<file path="src/phase_step_pkg.sv">
/*
  phase_step_pkg: constants and carrier types for the phase step aligner.
  Assumes a single 100 MHz core clock; no software-visible registers.
*/
`default_nettype none
package phase_step_pkg;

  // ---------------------------------------------------------------
  // clock and timing
  // ---------------------------------------------------------------
  localparam int CLK_PERIOD_NS = 10;
  localparam int STROBE_MAX_MHZ = 240;

  // ---------------------------------------------------------------
  // phase accumulator geometry
  // ---------------------------------------------------------------
  // finest grid: 3072 steps per output period
  localparam int PHASE_W = 12;
  localparam logic [PHASE_W-1:0] PHASE_FULL_M1 = 12'hBFF;   // 3071
  localparam logic [PHASE_W-1:0] PHASE_RESET   = 12'h000;
  localparam logic [PHASE_W-1:0] STEP_COARSE   = 12'h004;   // 1/768
  localparam logic [PHASE_W-1:0] STEP_MEDIUM   = 12'h002;   // 1/1536
  localparam logic [PHASE_W-1:0] STEP_FINE     = 12'h001;   // 1/3072

  // ---------------------------------------------------------------
  // skip pattern within each group of strobe edges
  // ---------------------------------------------------------------
  localparam int EDGE_CNT_W = 5;
  localparam logic [EDGE_CNT_W-1:0] EDGE_CNT_RESET = 5'h00;
  localparam logic [EDGE_CNT_W-1:0] SKIP_EDGE_A    = 5'h1F;  // always skipped
  localparam logic [EDGE_CNT_W-1:0] SKIP_EDGE_B    = 5'h0F;  // skipped when enabled

  // ---------------------------------------------------------------
  // post-divider select codes
  // ---------------------------------------------------------------
  typedef enum logic [1:0] {
    POST_OFF    = 2'b00,
    POST_FINE   = 2'b01,
    POST_MEDIUM = 2'b10,
    POST_COARSE = 2'b11
  } post_sel_type;

  typedef struct packed {
    logic step_strobe;
    logic direction_select;
  } step_req_type;

  typedef struct packed {
    logic                applied;
    logic                skipped;
    logic                advanced;
    logic [PHASE_W-1:0]  phase;
  } phase_stat_type;

endpackage
`default_nettype wire

</file>
<file path="src/phase_wrap_adder.sv">
/*
  phase_wrap_adder: modulo-period add or subtract of one phase step.
  Assumes inputs already lie within one output period.
*/
`timescale 1ns/10ps
`default_nettype none
module phase_wrap_adder (
  // operands
  input  wire logic [phase_step_pkg::PHASE_W-1:0] phase,
  input  wire logic [phase_step_pkg::PHASE_W-1:0] step,
  input  wire logic                               advance,
  // result
  output logic      [phase_step_pkg::PHASE_W-1:0] next_phase
);
  localparam logic [phase_step_pkg::PHASE_W:0] PERIOD =
    {1'b0, phase_step_pkg::PHASE_FULL_M1} + 13'h0001;

  logic [phase_step_pkg::PHASE_W:0] sum_up;
  logic [phase_step_pkg::PHASE_W:0] sum_dn;

  // advance lowers the delay offset, delay raises it
  assign sum_dn = {1'b0, phase} + {1'b0, step};
  assign sum_up = {1'b0, phase} + PERIOD - {1'b0, step};

  assign next_phase = advance
    ? ((sum_up >= PERIOD) ? 12'(sum_up - PERIOD) : sum_up[phase_step_pkg::PHASE_W-1:0])
    : ((sum_dn >= PERIOD) ? 12'(sum_dn - PERIOD) : sum_dn[phase_step_pkg::PHASE_W-1:0]);
endmodule // phase_wrap_adder
`default_nettype wire

</file>
<file path="src/phase_step_aligner.sv">
/*
  phase_step_aligner: keeps the delay offset of the multiplied output clock
  pair and moves it one step of the post_sel size per strobe rising edge that is not skipped.
  Assumes strobe and direction are synchronous to core_clk; the analogue
  phase interpolator consumes stat.phase.
// How it works
// RQ1: a strobe rising edge with direction high moves the output earlier by one step.
// RQ2: a strobe rising edge with direction low moves the output later by one step.
// RQ3: the step is 1/768, 1/1536 or 1/3072 of the period for select 11, 10, 01.
// RQ4: in each group of 32 strobe edges one or two edges leave the phase unchanged.
// RQ5: the driving party keeps the strobe at or below 240 MHz so each edge is distinct.
// RQ6: the phase offset wraps modulo one output period and never saturates.
*/
`timescale 1ns/10ps
`default_nettype none
module phase_step_aligner (
  // clock and reset
  input  wire logic                                 core_clk,
  input  wire logic                                 rst_n,
  // step request pins
  input  wire phase_step_pkg::step_req_type         req,
  // configuration
  input  wire phase_step_pkg::post_sel_type         post_sel,
  input  wire logic                                 double_skip,
  // status toward the phase interpolator
  output var phase_step_pkg::phase_stat_type        stat
);

  // ---------------------------------------------------------------
  // edge detection
  // ---------------------------------------------------------------
  logic                                   strobe_prev;
  logic [phase_step_pkg::EDGE_CNT_W-1:0]  edge_cnt;
  logic [phase_step_pkg::PHASE_W-1:0]     phase;
  logic [phase_step_pkg::PHASE_W-1:0]     step;
  logic [phase_step_pkg::PHASE_W-1:0]     next_phase;
  logic                                   strobe_rise;
  logic                                   skip_now;
  logic                                   apply_now;

  // strobe at up to 240 MHz exceeds what a 100 MHz sampler resolves;
  // only edges seen at core_clk are counted
  assign strobe_rise = req.step_strobe & ~strobe_prev;  // RQ5

  // ---------------------------------------------------------------
  // step size and skip decode
  // ---------------------------------------------------------------
  assign step = (post_sel == phase_step_pkg::POST_COARSE) ? phase_step_pkg::STEP_COARSE :  // RQ3
                (post_sel == phase_step_pkg::POST_MEDIUM) ? phase_step_pkg::STEP_MEDIUM :
                (post_sel == phase_step_pkg::POST_FINE)   ? phase_step_pkg::STEP_FINE   :
                12'h000;

  // one fixed skip per group, a second one when double_skip is set
  assign skip_now  = strobe_rise &&
                     ((edge_cnt == phase_step_pkg::SKIP_EDGE_A) ||
                      (double_skip && edge_cnt == phase_step_pkg::SKIP_EDGE_B));  // RQ4
  assign apply_now = strobe_rise && !skip_now;

  phase_wrap_adder u_adder (
    .phase      (phase),
    .step       (step),
    .advance    (req.direction_select),
    .next_phase (next_phase)
  );

  // ---------------------------------------------------------------
  // state
  // ---------------------------------------------------------------
  always_ff @(posedge core_clk or negedge rst_n) begin
    if (!rst_n) begin
      strobe_prev <= 1'b0;
    end else begin
      strobe_prev <= req.step_strobe;
    end
  end

  always_ff @(posedge core_clk or negedge rst_n) begin
    if (!rst_n) begin
      edge_cnt <= phase_step_pkg::EDGE_CNT_RESET;
    end else if (strobe_rise) begin
      edge_cnt <= edge_cnt + 5'h01;  // RQ4
    end
  end

  // advance/delay with wrap
  always_ff @(posedge core_clk or negedge rst_n) begin
    if (!rst_n) begin
      phase <= phase_step_pkg::PHASE_RESET;
    end else if (apply_now) begin
      phase <= next_phase;  // RQ1 RQ2 RQ6
    end
  end

  always_ff @(posedge core_clk or negedge rst_n) begin
    if (!rst_n) begin
      stat <= '0;
    end else begin
      stat.applied  <= apply_now;
      stat.skipped  <= skip_now;
      stat.advanced <= apply_now & req.direction_select;
      stat.phase    <= apply_now ? next_phase : phase;
    end
  end

  // ---------------------------------------------------------------
  // checks
  // ---------------------------------------------------------------
  localparam logic [12:0] PERIOD13 = {1'b0, phase_step_pkg::PHASE_FULL_M1} + 13'h0001;

  function automatic logic [12:0] fwd(input logic [11:0] a, input logic [11:0] b);
    logic [12:0] s;
    s = {1'b0, a} + {1'b0, b};
    fwd = (s >= PERIOD13) ? s - PERIOD13 : s;
  endfunction

  // ---------------------------------------------------------------
  // skip bookkeeping for the group checks
  // ---------------------------------------------------------------
  // skips seen so far in the current group of 32 rises; cleared at the
  // closing edge so a mid-group change of double_skip still counts right
  logic [1:0] group_skips;

  always_ff @(posedge core_clk or negedge rst_n) begin
    if (!rst_n) begin
      group_skips <= 2'h0;
    end else if (strobe_rise && edge_cnt == phase_step_pkg::SKIP_EDGE_A) begin
      group_skips <= 2'h0;
    end else if (skip_now) begin
      group_skips <= group_skips + 2'h1;
    end
  end
endmodule // phase_step_aligner
`default_nettype wire

</file>
<file path="config.mk">
export PLATFORM = sky130hd
export DESIGN_NAME = phase_step_aligner
export DESIGN_NICKNAME = d
export VERILOG_FILES = /design/src/phase_step_pkg.sv /design/src/phase_wrap_adder.sv /design/src/phase_step_aligner.sv
export SDC_FILE = /design/constraint.sdc
export NUM_CORES = 1
export LEC_CHECK = 0
export BUFFER_PORTS_ARGS = -buffer_cell sky130_fd_sc_hd__buf_2
export CAP_MARGIN = 20
export CORE_UTILIZATION = 45
export DETAILED_ROUTE_END_ITERATION = 16
export PLACE_DENSITY = 0.62
export SLEW_MARGIN = 40
export SYNTH_ARGS = -nofsm -noshare
export SYNTH_HDL_FRONTEND = slang
export SYNTH_SLANG_ARGS = --single-unit
</file>
<file path="constraint.sdc">
create_clock -name core_clk -period 4.6 [get_ports core_clk]
set_input_delay 0.46 -clock core_clk [delete_from_list [all_inputs] [get_ports core_clk]]
set_output_delay 0.46 -clock core_clk [all_outputs]
set_load 0.01 [all_outputs]
</file>
# Yosys cells after proc, flatten, opt, wreduce, memory -nomap -nowiden
# Index checks and enable logic that the tools add are counted.
word_totals:
  ff_bits: 21
  in_bits: 7
  output_inout_bits: 15
classes:
  add_sub_neg: 6
  n_lt_le_gt_ge: 2
  n_eq_ne: 5
  n_mux: 6
  bitwise: 3
  n_reduce_logical: 5
op_table:
  columns: ["cell", "count"]
  rows:
  - ["2-to-1 mux 12 bit", 3]
  - ["greater-or-equal comparator 13 x 12 -> 1 bit (second input constant)", 2]
  - ["subtractor 12 bit (second input constant)", 2]
  - ["adder 12 x 12 -> 13 bit (second input constant)", 1]
  - ["adder 12 x 3 -> 13 bit", 1]
  - ["subtractor 13 x 3 -> 13 bit", 1]
  - ["adder 5 x 1 -> 5 bit (second input constant)", 1]
  - ["equality test 5 x 4 -> 1 bit (second input constant)", 1]
  - ["equality test 5 bit (second input constant)", 1]
  - ["equality test 2 bit (second input constant)", 2]
  - ["logical AND 1 bit", 3]
  - ["2-to-1 mux 3 bit", 1]
  - ["AND 1 bit", 2]
  - ["equality test 2 x 1 -> 1 bit (second input constant)", 1]
  - ["2-to-1 mux 2 bit", 1]
  - ["zero test 1 bit", 1]
  - ["logical OR 1 bit", 1]
  - ["2-to-1 mux 1 bit", 1]
  - ["inverter 1 bit", 1]

# Logic depth before layout (Yosys ltp)
# Gate-level depths: netlist of the first run.
logic_depth:
  depth_word: 8
  ltp_mapped: 20
  depth_no_buf: 20

# Hierarchy
# From an unflattened synthesis of the first run, not the netlist that was laid out.
hier_totals:
  cells_unflattened: 281
  hier_area_um2: 2509.9
modules_own_cells:
  columns: ["module", "n_inst", "cells_per_inst", "area_per_inst_um2", "seq_area_each_um2"]
  rows:
  - ["phase_wrap_adder", 1, 221, 1615.3, 0.0]
  - ["phase_step_aligner", 1, 60, 894.6, 525.5]

# Worst setup path after synthesis of the first run
# OpenSTA, ideal clock, no wires.
synth_path:
  path_type: "input port to flip-flop"
  from: "in post_sel[0]"
  to: "reg phase[11] (netlist bit)"
  setup_time_ps: 120
  t_arrival_ps: 3340
  t_required_ps: 4480
  slack_ps: 1140
  cell_stages: 19
  n_path_buf: 0
  cell_sequence: "nand2b_1 > ha_1 > ha_1 > inv_1 > fa_1 > nor2b_1 > o31a_1 > o21ai_0 > nor2b_1 > o21ai_0 > nand2b_1 > xnor2_1 > ha_1 > nand4b_1 > or4_1 > a21oi_1 > a31oi_1 > nand3_1 > a21oi_2"
synth_via:
  elab_chain_len: 8
  elab_cells_between_ends: 15
  cone_classes: "4 x add/sub; 2 x order compare; 3 x eq/ne; 6 x mux"
synth_lines:
  columns: ["item", "line", "text"]
  rows:
  - ["start, declared", "phase_step_aligner.sv:23", "input wire phase_step_pkg::post_sel_type post_sel,"]
  - ["equality test 2 x 1 -> 1 bit", "phase_step_aligner.sv:50", "(post_sel == phase_step_pkg::POST_FINE) ? phase_step_pkg::STEP_FINE :"]
  - ["2-to-1 mux 1 bit", "phase_step_aligner.sv:50", null]
  - ["2-to-1 mux 2 bit", "phase_step_aligner.sv:49", "(post_sel == phase_step_pkg::POST_MEDIUM) ? phase_step_pkg::STEP_MEDIUM :"]
  - ["2-to-1 mux 3 bit (*)", "phase_step_aligner.sv:48", "assign step = (post_sel == phase_step_pkg::POST_COARSE) ? phase_step_pkg::STEP_COARSE :"]
  - ["subtractor 13 x 3 -> 13 bit / adder 12 x 3 -> 13 bit (equally long branches)", "phase_wrap_adder.sv:23, phase_wrap_adder.sv:22", null]
  - ["subtractor 12 bit, or another cell as far along", "phase_wrap_adder.sv:26", "? ((sum_up >= PERIOD) ? 12'(sum_up - PERIOD) : sum_up[phase_step_pkg::PHASE_W-1:0])"]
  - ["2-to-1 mux 12 bit, on equally long branches", "phase_wrap_adder.sv:26, phase_wrap_adder.sv:27", null]
  - ["2-to-1 mux 12 bit (*)", "phase_wrap_adder.sv:26", null]
  - ["end signal, assigned", "phase_step_aligner.sv:88", "phase <= phase_step_pkg::PHASE_RESET;"]
  - ["end signal, assigned", "phase_step_aligner.sv:90", "phase <= next_phase;"]
  - ["end, declared", "phase_step_aligner.sv:34", "logic [phase_step_pkg::PHASE_W-1:0] phase;"]
# Mark *: on every way between the ends. The rest lies on a longest branch, timed or not.
# A chain may end at the register's enable or synchronous reset.

# Final worst setup path of the first run
layout_path:
  from: "reg phase[1] (netlist bit)"
  to: "reg phase[11] (netlist bit)"
layout_via:
  elab_chain_len: 5
  elab_cells_between_ends: 10
  cone_classes: "5 x add/sub; 2 x order compare; 3 x mux"
layout_lines:
  columns: ["item", "line", "text"]
  rows:
  - ["adder 12 x 12 -> 13 bit", "phase_wrap_adder.sv:23", "assign sum_up = {1'b0, phase} + PERIOD - {1'b0, step};"]
  - ["subtractor 13 x 3 -> 13 bit", "phase_wrap_adder.sv:23", null]
  - ["subtractor 12 bit / greater-or-equal comparator 13 x 12 -> 1 bit (equally long branches)", "phase_wrap_adder.sv:26", null]
  - ["2-to-1 mux 12 bit", "phase_wrap_adder.sv:26", null]
  - ["2-to-1 mux 12 bit (*)", "phase_wrap_adder.sv:26", null]
# Marks and branches as above.

==> out/metrics.yaml, run 1 <==
clock_tree:
  clk_pin_slew_worst_paths_ns: 0.08
  cts.repair.resized: 0
  cts_root_buf: "clkbuf_8"
  holdBufCountCts: 0
  insertion_delay_ns: 0.26
  h-tree-depth: 1
  numClockSinks: 21
  cts_tree: "yes"
  cts_setup_buffers: 0
  numCtsBuffers: 3
  clockBufferDepth: 2
sta:
  period_needed_ns: 3.67
  finalHoldViolCount: 0
  setup_ws_ns: 0.928
  min_period_over_period: 0.798
  relSlewSlack: 0.548
  rsz0062_at_grt: "no"
  slew_viol_final: 0
  timing.hold.ws_ns: 0.150
  fin_skew_ns: 0.00593
  fmax_ghz: 0.272
  setup_viol: 0
  tightest_slew_ns: 0.676
  finalSetupTns_ns: 0
global_route:
  grt_antenna_before_repair: 0
  overflow: 0
  grt_pass1_wl_um: 7820
  grt_pass1_vias: 1607
  grt_max_degree: 22
  track_usage: 0.202
die:
  pin_count: 22
  num_rows: 24
  start_util: 0.466
  core_um2: 4350
  dieHeight_um: 69.2
  die_w_um: 69.2
  die-area_um2: 4780
routing:
  drt_wl_total_um: 4520
  post-route-drc-count: 0
  drtIter0Drc: 96
  wire_per_inst_um: 14.7
  drt_first_pass_iters: 4
  vias: 1739
  drt.antenna.violating_nets: 0
  viasPerCell: 5.66
synthesis:
  ys_seq_elements: 21
  synth_edf_count: 0
  synth-seq-area-share: 0.259
  synthFlopType: "dfrtp_1"
  avgSynthCellArea_um2: 8.64
  synth_fp_nets: 272
  synth.top_cell.area_share: 0.259
  synth.area.top_cells: "dfrtp_1 26%, ha_1 17%, xnor2_1 4.7%"
  ys_async_sr_fraction: 1.00
  yosysUniqueCellTypes: 51
  yosys.area.top_type: "dfrtp_1"
  synthCells: 235
  yosysWarnings: 0
  synth_area_um2: 2030
layout:
  final_cell_mix: "28 x ha_1, 22 x nand2_1, 21 x dfrtp_1, 21 x buf_2, 19 x o21ai_0"
  drive_gt1_frac: 0.133
  final_common_cell: "ha_1"
  antenna_cells: 0
  nNetsFinal: 293
  final_area_um2: 2200
  syn_to_final_growth_pct: 8.57
hold_path:
  hold_class: "primary input to async pin"
critical_path:
  crit_path_end_kind: "flip-flop"
  crit_arrival_ns: 3.82
  crit_required_ns: 4.75
  critical_path_class: "flip-flop to flip-flop"
  startpoint_type: "flip-flop"
  crit_fanout: 6
  rr_worst_depth: 18
placed_design:
  place_hpwl_um: 3500
  placedInstanceArea_um2: 2160
  io_buffers: 21
  place_congestion: 0.908
  preCtsSetupSlack_ns: 0.716
pwr:
  p_leak_nw: 1.03
  pwr_density_cell_nw_per_um2: 688
  finalPower_mw: 1.52
  vdd_drop_max_uv: 278
run:
  max_cap_viol_count: 0
status:
  status: "completed"
layout make-up:
cell class	count	area, um^2
clock buffer	3	41.3
timing repair buffer	22	113
multi-input combinational	191	1390
inverter	17	63.8
sequential	21	526
tap	52	65.1
clock inverter	1	5.00
fill	424	2150
worst max-delay path, cell delays in order, from the launching register on:
cell and delay (ns):
dfrtp_1 0.47, ha_1 0.32, ha_1 0.17, inv_1 0.06
fa_1 0.40, nor2b_1 0.16, o31a_1 0.20, o21ai_0 0.15
nor2b_1 0.20, o21ai_0 0.10, nand2b_1 0.09, xnor2_1 0.12
ha_1 0.17, nand4b_1 0.08, or4_1 0.41, a21oi_1 0.14
a31oi_1 0.11, nand3_1 0.12, a21oi_2 0.06
state kept, by name (all words and copies together) (netlist names):
signal / count
stat: 3
phase: 12
edge_cnt: 5
strobe_prev: 1
final timing paths:
check | start | to | slack (ns)
max | phase[1] | phase[11] | 0.93
min | rst_n | edge_cnt[4] | 0.15
max reg2reg | phase[1] | phase[11] | 0.93
min reg2reg | edge_cnt[3] | edge_cnt[3] | 0.47
max in group asynchronous | rst_n | phase[6] | 4.12
min in group core_clk | req[1] | strobe_prev | 0.33
metrics by stage:
| step | utilization | cells |
|---|---|---|
| after detailed placement | 0.495 | 303 |
| after CTS | 0.506 | 307 |
| after global placement | 0.495 | 303 |
| after global routing | 0.506 | 307 |
| after floorplan | - | 235 |
| final | 0.506 | 307 |
synthesized netlist by cell type (3+ instances only):
cell and count:
xnor2_1 11, nor2_1 15, nor2b_1 8, dfrtp_1 21, a21oi_1 15, a22oi_1 3
o211ai_1 5, nand2_1 22, o21ai_0 19, nand2b_1 3, o21a_1 3, xor2_1 5
ha_1 28, o22ai_1 4, nor3_1 6, inv_1 16, nand3_1 7
power by group:
part | switching (mW) | internal (mW)
combinational | 0.578 | 0.442
sequential | 0.123 | 0.250
clock | 0.0630 | 0.0603
cell families (layout without fill, tap and decap cells):
family | Yosys count | after routing | share of synthesized area
compound gates | 66 | 66 | 0.219
xor+xnor | 16 | 16 | 0.0690
fa+ha+maj | 30 | 30 | 0.192
buf+inv | 23 | 43 | 0.0561
flops | 21 | 21 | 0.259
mux | 2 | 2 | 0.0105
simple gates | 77 | 77 | 0.194
layer usage:
metal	GRT usage	vias to the layer above	routed length, um
li1	-	883	-
met1	0.294	798	2280
met2	0.309	48	1990
met3	0.0234	10	149
met4	0.0726	0	91
met5	0	-	0
Power figures use the tool's default switching activity.
==> inputs of run 2 (changes only) <==
- clock period: 4.6 -> 3.8 ns (I/O delays scaled with it)
==> run 2 against run 1 <==
  * Worst setup slack worse by 0.66 ns
  * Fmax is 4.1% higher
  * Power up 26%
  * Critical path depth fell by 3
  * Non-clock buffer count up 6
  * Clock power is 22% higher
  * Largest cell class unchanged
  * Count of clock-buffer cells in the layout is the same
  * Design area up 2.3%
  * Sequential share of layout area decreased by 0.49 points
  * Clock skew down 0.0039 ns
==> out/metrics.yaml, run 2 (synthesized netlist as in run 1, its figures left out) <==
status:
  status: "completed"
global_route:
  grt_antenna_before_repair: 0
  grt_max_degree: 22
  grt_pass1_vias: 1675
  overflow: 0
  grt_pass1_wl_um: 8190
  track_usage: 0.212
pwr:
  vdd_drop_max_uv: 387
  pwr_density_cell_nw_per_um2: 847
  p_leak_nw: 1.06
sta:
  finalSetupTns_ns: 0
  fmax_ghz: 0.284
  relSlewSlack: 0.547
  tightest_slew_ns: 0.678
  period_needed_ns: 3.53
  timing.hold.ws_ns: 0.0764
  fin_skew_ns: 0.00199
  setup_viol: 0
  min_period_over_period: 0.928
  slew_viol_final: 0
  rsz0062_at_grt: "no"
  finalHoldViolCount: 0
clock_tree:
  insertion_delay_ns: 0.26
  numCtsBuffers: 3
  numClockSinks: 21
  h-tree-depth: 1
  cts_root_buf: "clkbuf_8"
  clockBufferDepth: 2
  clk_pin_slew_worst_paths_ns: 0.08
  cts_tree: "yes"
placed_design:
  io_buffers: 21
  placedInstanceArea_um2: 2190
  place_hpwl_um: 3650
  place_congestion: 0.902
run:
  max_cap_viol_count: 0
layout:
  nNetsFinal: 299
  largest_reg_flops: 12
  reg.largest.list: "phase (12), edge_cnt (5), stat (3)"
  final_area_um2: 2250
  final_common_cell: "ha_1"
  drive_gt1_frac: 0.165
  final_cell_mix: "27 x ha_1, 22 x nand2_1, 21 x buf_2"
  regMostFlops: "phase"
  fillCellCount: 427
  antenna_cells: 0
  syn_to_final_growth_pct: 11.1
critical_path:
  cp_slowest_cell: "dfrtp_1"
  reg2reg_slack_ns: 0.27
  rr_worst_depth: 15
  crit_fanout: 5
  cp_cell_sequence: "ha_2 -> ha_1 -> a21oi_1 -> o211ai_1 -> nor2_1 -> o21ai_0 -> o21ai_0 -> xnor2_1 -> ha_1 -> nand4b_1 -> or4_1 -> a21oi_1 -> a31oi_1 -> nand3_1 -> a21oi_2"
  crit_path_end_kind: "flip-flop"
  r2r-start: "phase[2]"
  critPathBufInv: 0
  reg2reg_to: "phase[11]"
  slowest_delay_ns: 0.43
  critical_path_class: "flip-flop to flip-flop"
  crit_required_ns: 3.95
  crit_family: "compound AO/OA/AOI/OAI gates"
  startpoint_type: "flip-flop"
  crit_arrival_ns: 3.68
routing:
  drtIter0Drc: 83
  drt_first_pass_iters: 4
  wire_per_inst_um: 14.9
  drt_wl_total_um: 4660
  viasPerCell: 5.56
  drt.antenna.violating_nets: 0
  post-route-drc-count: 0
  vias: 1739
hold_path:
  hold_class: "primary input to async pin"
die:
  start_util: 0.466
  dieHeight_um: 69.2
  pin_count: 22
  die_w_um: 69.2
  num_rows: 24
  core_um2: 4350
  die-area_um2: 4780
[run 2: cell types whose count changed in the layout (fill, tap and decap cells not counted)]
cell,change
dfrtp_2,+1
dfrtp_1,-1
ha_1,-1
ha_2,+1
buf_4,+6
nor2b_1,-1
nor2b_2,+1
o21ai_1,+1
o21ai_0,-1
[run 2: metrics by stage]
stage / power [mW] / std cells / setup slack [ns] / utilization
6_report: 1.91 / 313 / 0.273 / 0.518
5_1_grt: 2.13 / 313 / 0.0204 / 0.518
4_1_cts: 1.89 / 311 / 0.161 / 0.513
2_1_floorplan: 1.37 / 235 / 0.420 / -
3_5_place_dp: 1.73 / 307 / 0.00944 / 0.502
3_3_place_gp: 1.74 / 307 / 0.157 / 0.502
[run 2: where the power goes]
group	total, mW	internal (mW)	switching (mW)
clock	0.150	0.0730	0.0771
combinational	1.33	0.587	0.746
sequential	0.427	0.304	0.123
[run 2: how the worst max path moves through the flow]
| stage | slack (ns) | cells past startpoint | start | endpoint |
|---|---|---|---|---|
| after floorplan | 0.42 | 19 | post_sel[0] | phase[11] |
| after global placement | 0.16 | 20 | post_sel[0] | phase[11] |
| after detailed placement | 0.009 | 20 | post_sel[0] | phase[11] |
| after CTS | 0.16 | 18 | phase[1] | phase[11] |
| after global routing | 0.02 | 15 | phase[2] | phase[11] |
| final | 0.27 | 15 | phase[2] | phase[11] |
[run 2: cell type report]
class	count	area, um^2	share of cell area
Clock buffer	3	41.3	0.0183
Clock inverter	1	5.00	0.00222
Inverter	17	63.8	0.0283
Multi-Input combinational cell	191	1400	0.619
Sequential cell	21	527	0.234
Tap cell	52	65.1	0.0289
Timing Repair Buffer	28	158	0.0699
[run 2: routing by layer]
metal,wire [um],global-route usage,share of wire,vias up
li1,-,-,-,894
met1,2320,0.313,0.50,801
met2,2060,0.333,0.44,40
met3,234,0.0205,0.050,4
met4,48,0.0454,0.010,0
met5,0,0,0,-
[run 2: what timing repair did]
action / 4_1_cts / 5_1_grt
setup buffers: 0 / 2
endpoints found under the setup margin: 0 / 2
hold buffers: 0 / 0
gates resized for setup: 0 / 4
==> inputs of run 3 (changes only) <==
- clock period: 3.8 -> 4.3 ns (I/O delays scaled with it)
==> run 3 against run 2 <==
  * Flip-flop and latch count did not move
  * First-iteration DRC count rose by 7.2%
  * Clock skew rose by 0.0081 ns
  * Sequential power decreased by 8.9%
  * Sequential share of layout area up 0.41 points
  * Worst hold slack better by 0.028 ns
  * Fmax decreased by 6.8%
  * Largest cell class unchanged
  * Combinational power shrank 17%
  * Via count up 1.3%
==> out/metrics.yaml, run 3 (synthesized netlist as in run 1, its figures left out) <==
status:
  status: "completed"
global_route:
  overflow: 0
  track_usage: 0.211
  busiest_layer: "met2"
  use_met1: 0.298
  use_met2: 0.327
  grt_pass1_vias: 1672
  grt_pass1_wl_um: 8110
  grt_max_degree: 22
  grt_use_met3: 0.0409
  grt_antenna_before_repair: 0
die:
  die_w_um: 69.2
  pin_count: 22
  die-area_um2: 4780
  num_rows: 24
  core_um2: 4350
  start_util: 0.466
  dieHeight_um: 69.2
routing:
  wire_per_inst_um: 15.1
  vias: 1762
  viasPerCell: 5.72
  drt.antenna.violating_nets: 0
  drt_wl_total_um: 4640
  drt_first_pass_iters: 4
  drtIter0Drc: 89
  post-route-drc-count: 0
placed_design:
  place_hpwl_um: 3540
  place_congestion: 0.904
  preCtsSetupSlack_ns: 0.432
  io_buffers: 21
layout:
  syn_to_final_growth_pct: 8.94
  multi_input_area_um2: 1390
  nNetsFinal: 294
  final_common_cell: "ha_1"
  register_area_um2: 526
  utilization: 0.508
  largest_reg_flops: 12
  final_cell_mix: "28 x ha_1, 22 x nand2_1, 21 x dfrtp_1, 21 x buf_2, 19 x o21ai_0"
  fillCellCount: 433
  regMostFlops: "phase"
  reg.largest.list: "phase (12), edge_cnt (5), stat (3)"
  antenna_cells: 0
  drive_gt1_frac: 0.137
sta:
  tightest_slew_ns: 0.700
  min_period_over_period: 0.880
  fmax_ghz: 0.264
  rsz0062_at_grt: "no"
  period_needed_ns: 3.78
  setup_viol: 0
  finalSetupTns_ns: 0
  finalHoldViolCount: 0
  fin_skew_ns: 0.0101
  relSlewSlack: 0.532
  slew_viol_final: 0
  setup_ws_ns: 0.516
critical_path:
  crit_required_ns: 4.47
  crit_arrival_ns: 3.95
  rr_worst_depth: 15
  r2r-start: "phase[2]"
  crit_fanout: 5
  reg2reg_to: "phase[11]"
  crit_path_end_kind: "flip-flop"
  startpoint_type: "flip-flop"
  reg2reg_slack_ns: 0.52
  cp-startpoint: "phase[2]"
  critical_path_class: "flip-flop to flip-flop"
pwr:
  vdd_drop_max_uv: 367
  pwr_density_cell_nw_per_um2: 741
  internal-power_uw: 812
  switching_share: 0.504
  clkPwrFrac: 0.084
  pwr-share-seq: 0.237
  combPwrFrac: 0.679
  p_leak_nw: 1.04
  p_switching_uw: 825
clock_tree:
  cts_setup_buffers: 0
  cts.repair.resized: 0
  cts_root_buf: "clkbuf_8"
  clk_pin_slew_worst_paths_ns: 0.09
  h-tree-depth: 1
  numCtsBuffers: 3
  holdBufCountCts: 0
  cts_tree: "yes"
  clockBufferDepth: 2
  numClockSinks: 21
  insertion_delay_ns: 0.27
run:
  max_cap_viol_count: 0
hold_path:
  hold_class: "primary input to async pin"
## run 3: changes by cell type in the layout (fill, tap and decap cells not counted), sizes merged
cell  change
buf       -5
## run 3: per-stage QoR
| step | hold WS [ns] | instances | instance area [um^2] | power, mW |
|---|---|---|---|---|
| 2_1_floorplan | 0.134 | 235 | 2030 | 1.21 |
| 3_3_place_gp | 0.424 | 304 | 2160 | 1.51 |
| 3_5_place_dp | 0.424 | 304 | 2160 | 1.50 |
| 4_1_cts | 0.123 | 308 | 2210 | 1.65 |
| 5_1_grt | 0.142 | 308 | 2210 | 1.83 |
| 6_report | 0.105 | 308 | 2210 | 1.64 |
## run 3: how the worst max path moves through the flow
stage,end,slack [ns]
finish,phase[11],0.52
global route,phase[11],0.30
CTS,phase[11],0.55
detailed placement,phase[11],0.43
global placement,phase[11],0.54
floorplan,phase[11],0.87
## run 3: power groups by stage
| stage | clock network (mW) | logic [mW] | registers [mW] |
|---|---|---|---|
| after floorplan | 0 | 0.832 | 0.382 |
| after CTS | 0.143 | 1.11 | 0.390 |
| after global routing | 0.150 | 1.27 | 0.409 |
| final | 0.137 | 1.11 | 0.389 |
| after global placement | 0 | 1.11 | 0.392 |
| after detailed placement | 0 | 1.10 | 0.394 |
## run 3: worst max-delay path: stages, from the launching register on
cell      delay (ns)
dfrtp_1         0.43
ha_1            0.39
ha_1            0.30
a21oi_1         0.09
o211ai_1        0.28
nor2_1          0.11
o21ai_0         0.39
o21ai_0         0.34
xnor2_1         0.24
ha_1            0.17
nand4b_1        0.09
or4_1           0.42
a21oi_1         0.13
a31oi_1         0.12
nand3_1         0.12
a21oi_2         0.06
## run 3: layout make-up
| cell class | instances | share of cell area |
|---|---|---|
| Clock inverter | 1 | 0.00226 |
| Inverter | 17 | 0.0289 |
| Timing Repair Buffer | 23 | 0.0543 |
| Multi-Input combinational cell | 191 | 0.629 |
| Sequential cell | 21 | 0.238 |
| Tap cell | 52 | 0.0294 |
| Clock buffer | 3 | 0.0187 |
## run 3: per-layer routing
layer  routed length [um]  vias up
met5                    0        -
met4                   65        0
met3                  193        8
met2                 2090       39
met1                 2290      827
li1                     -      888
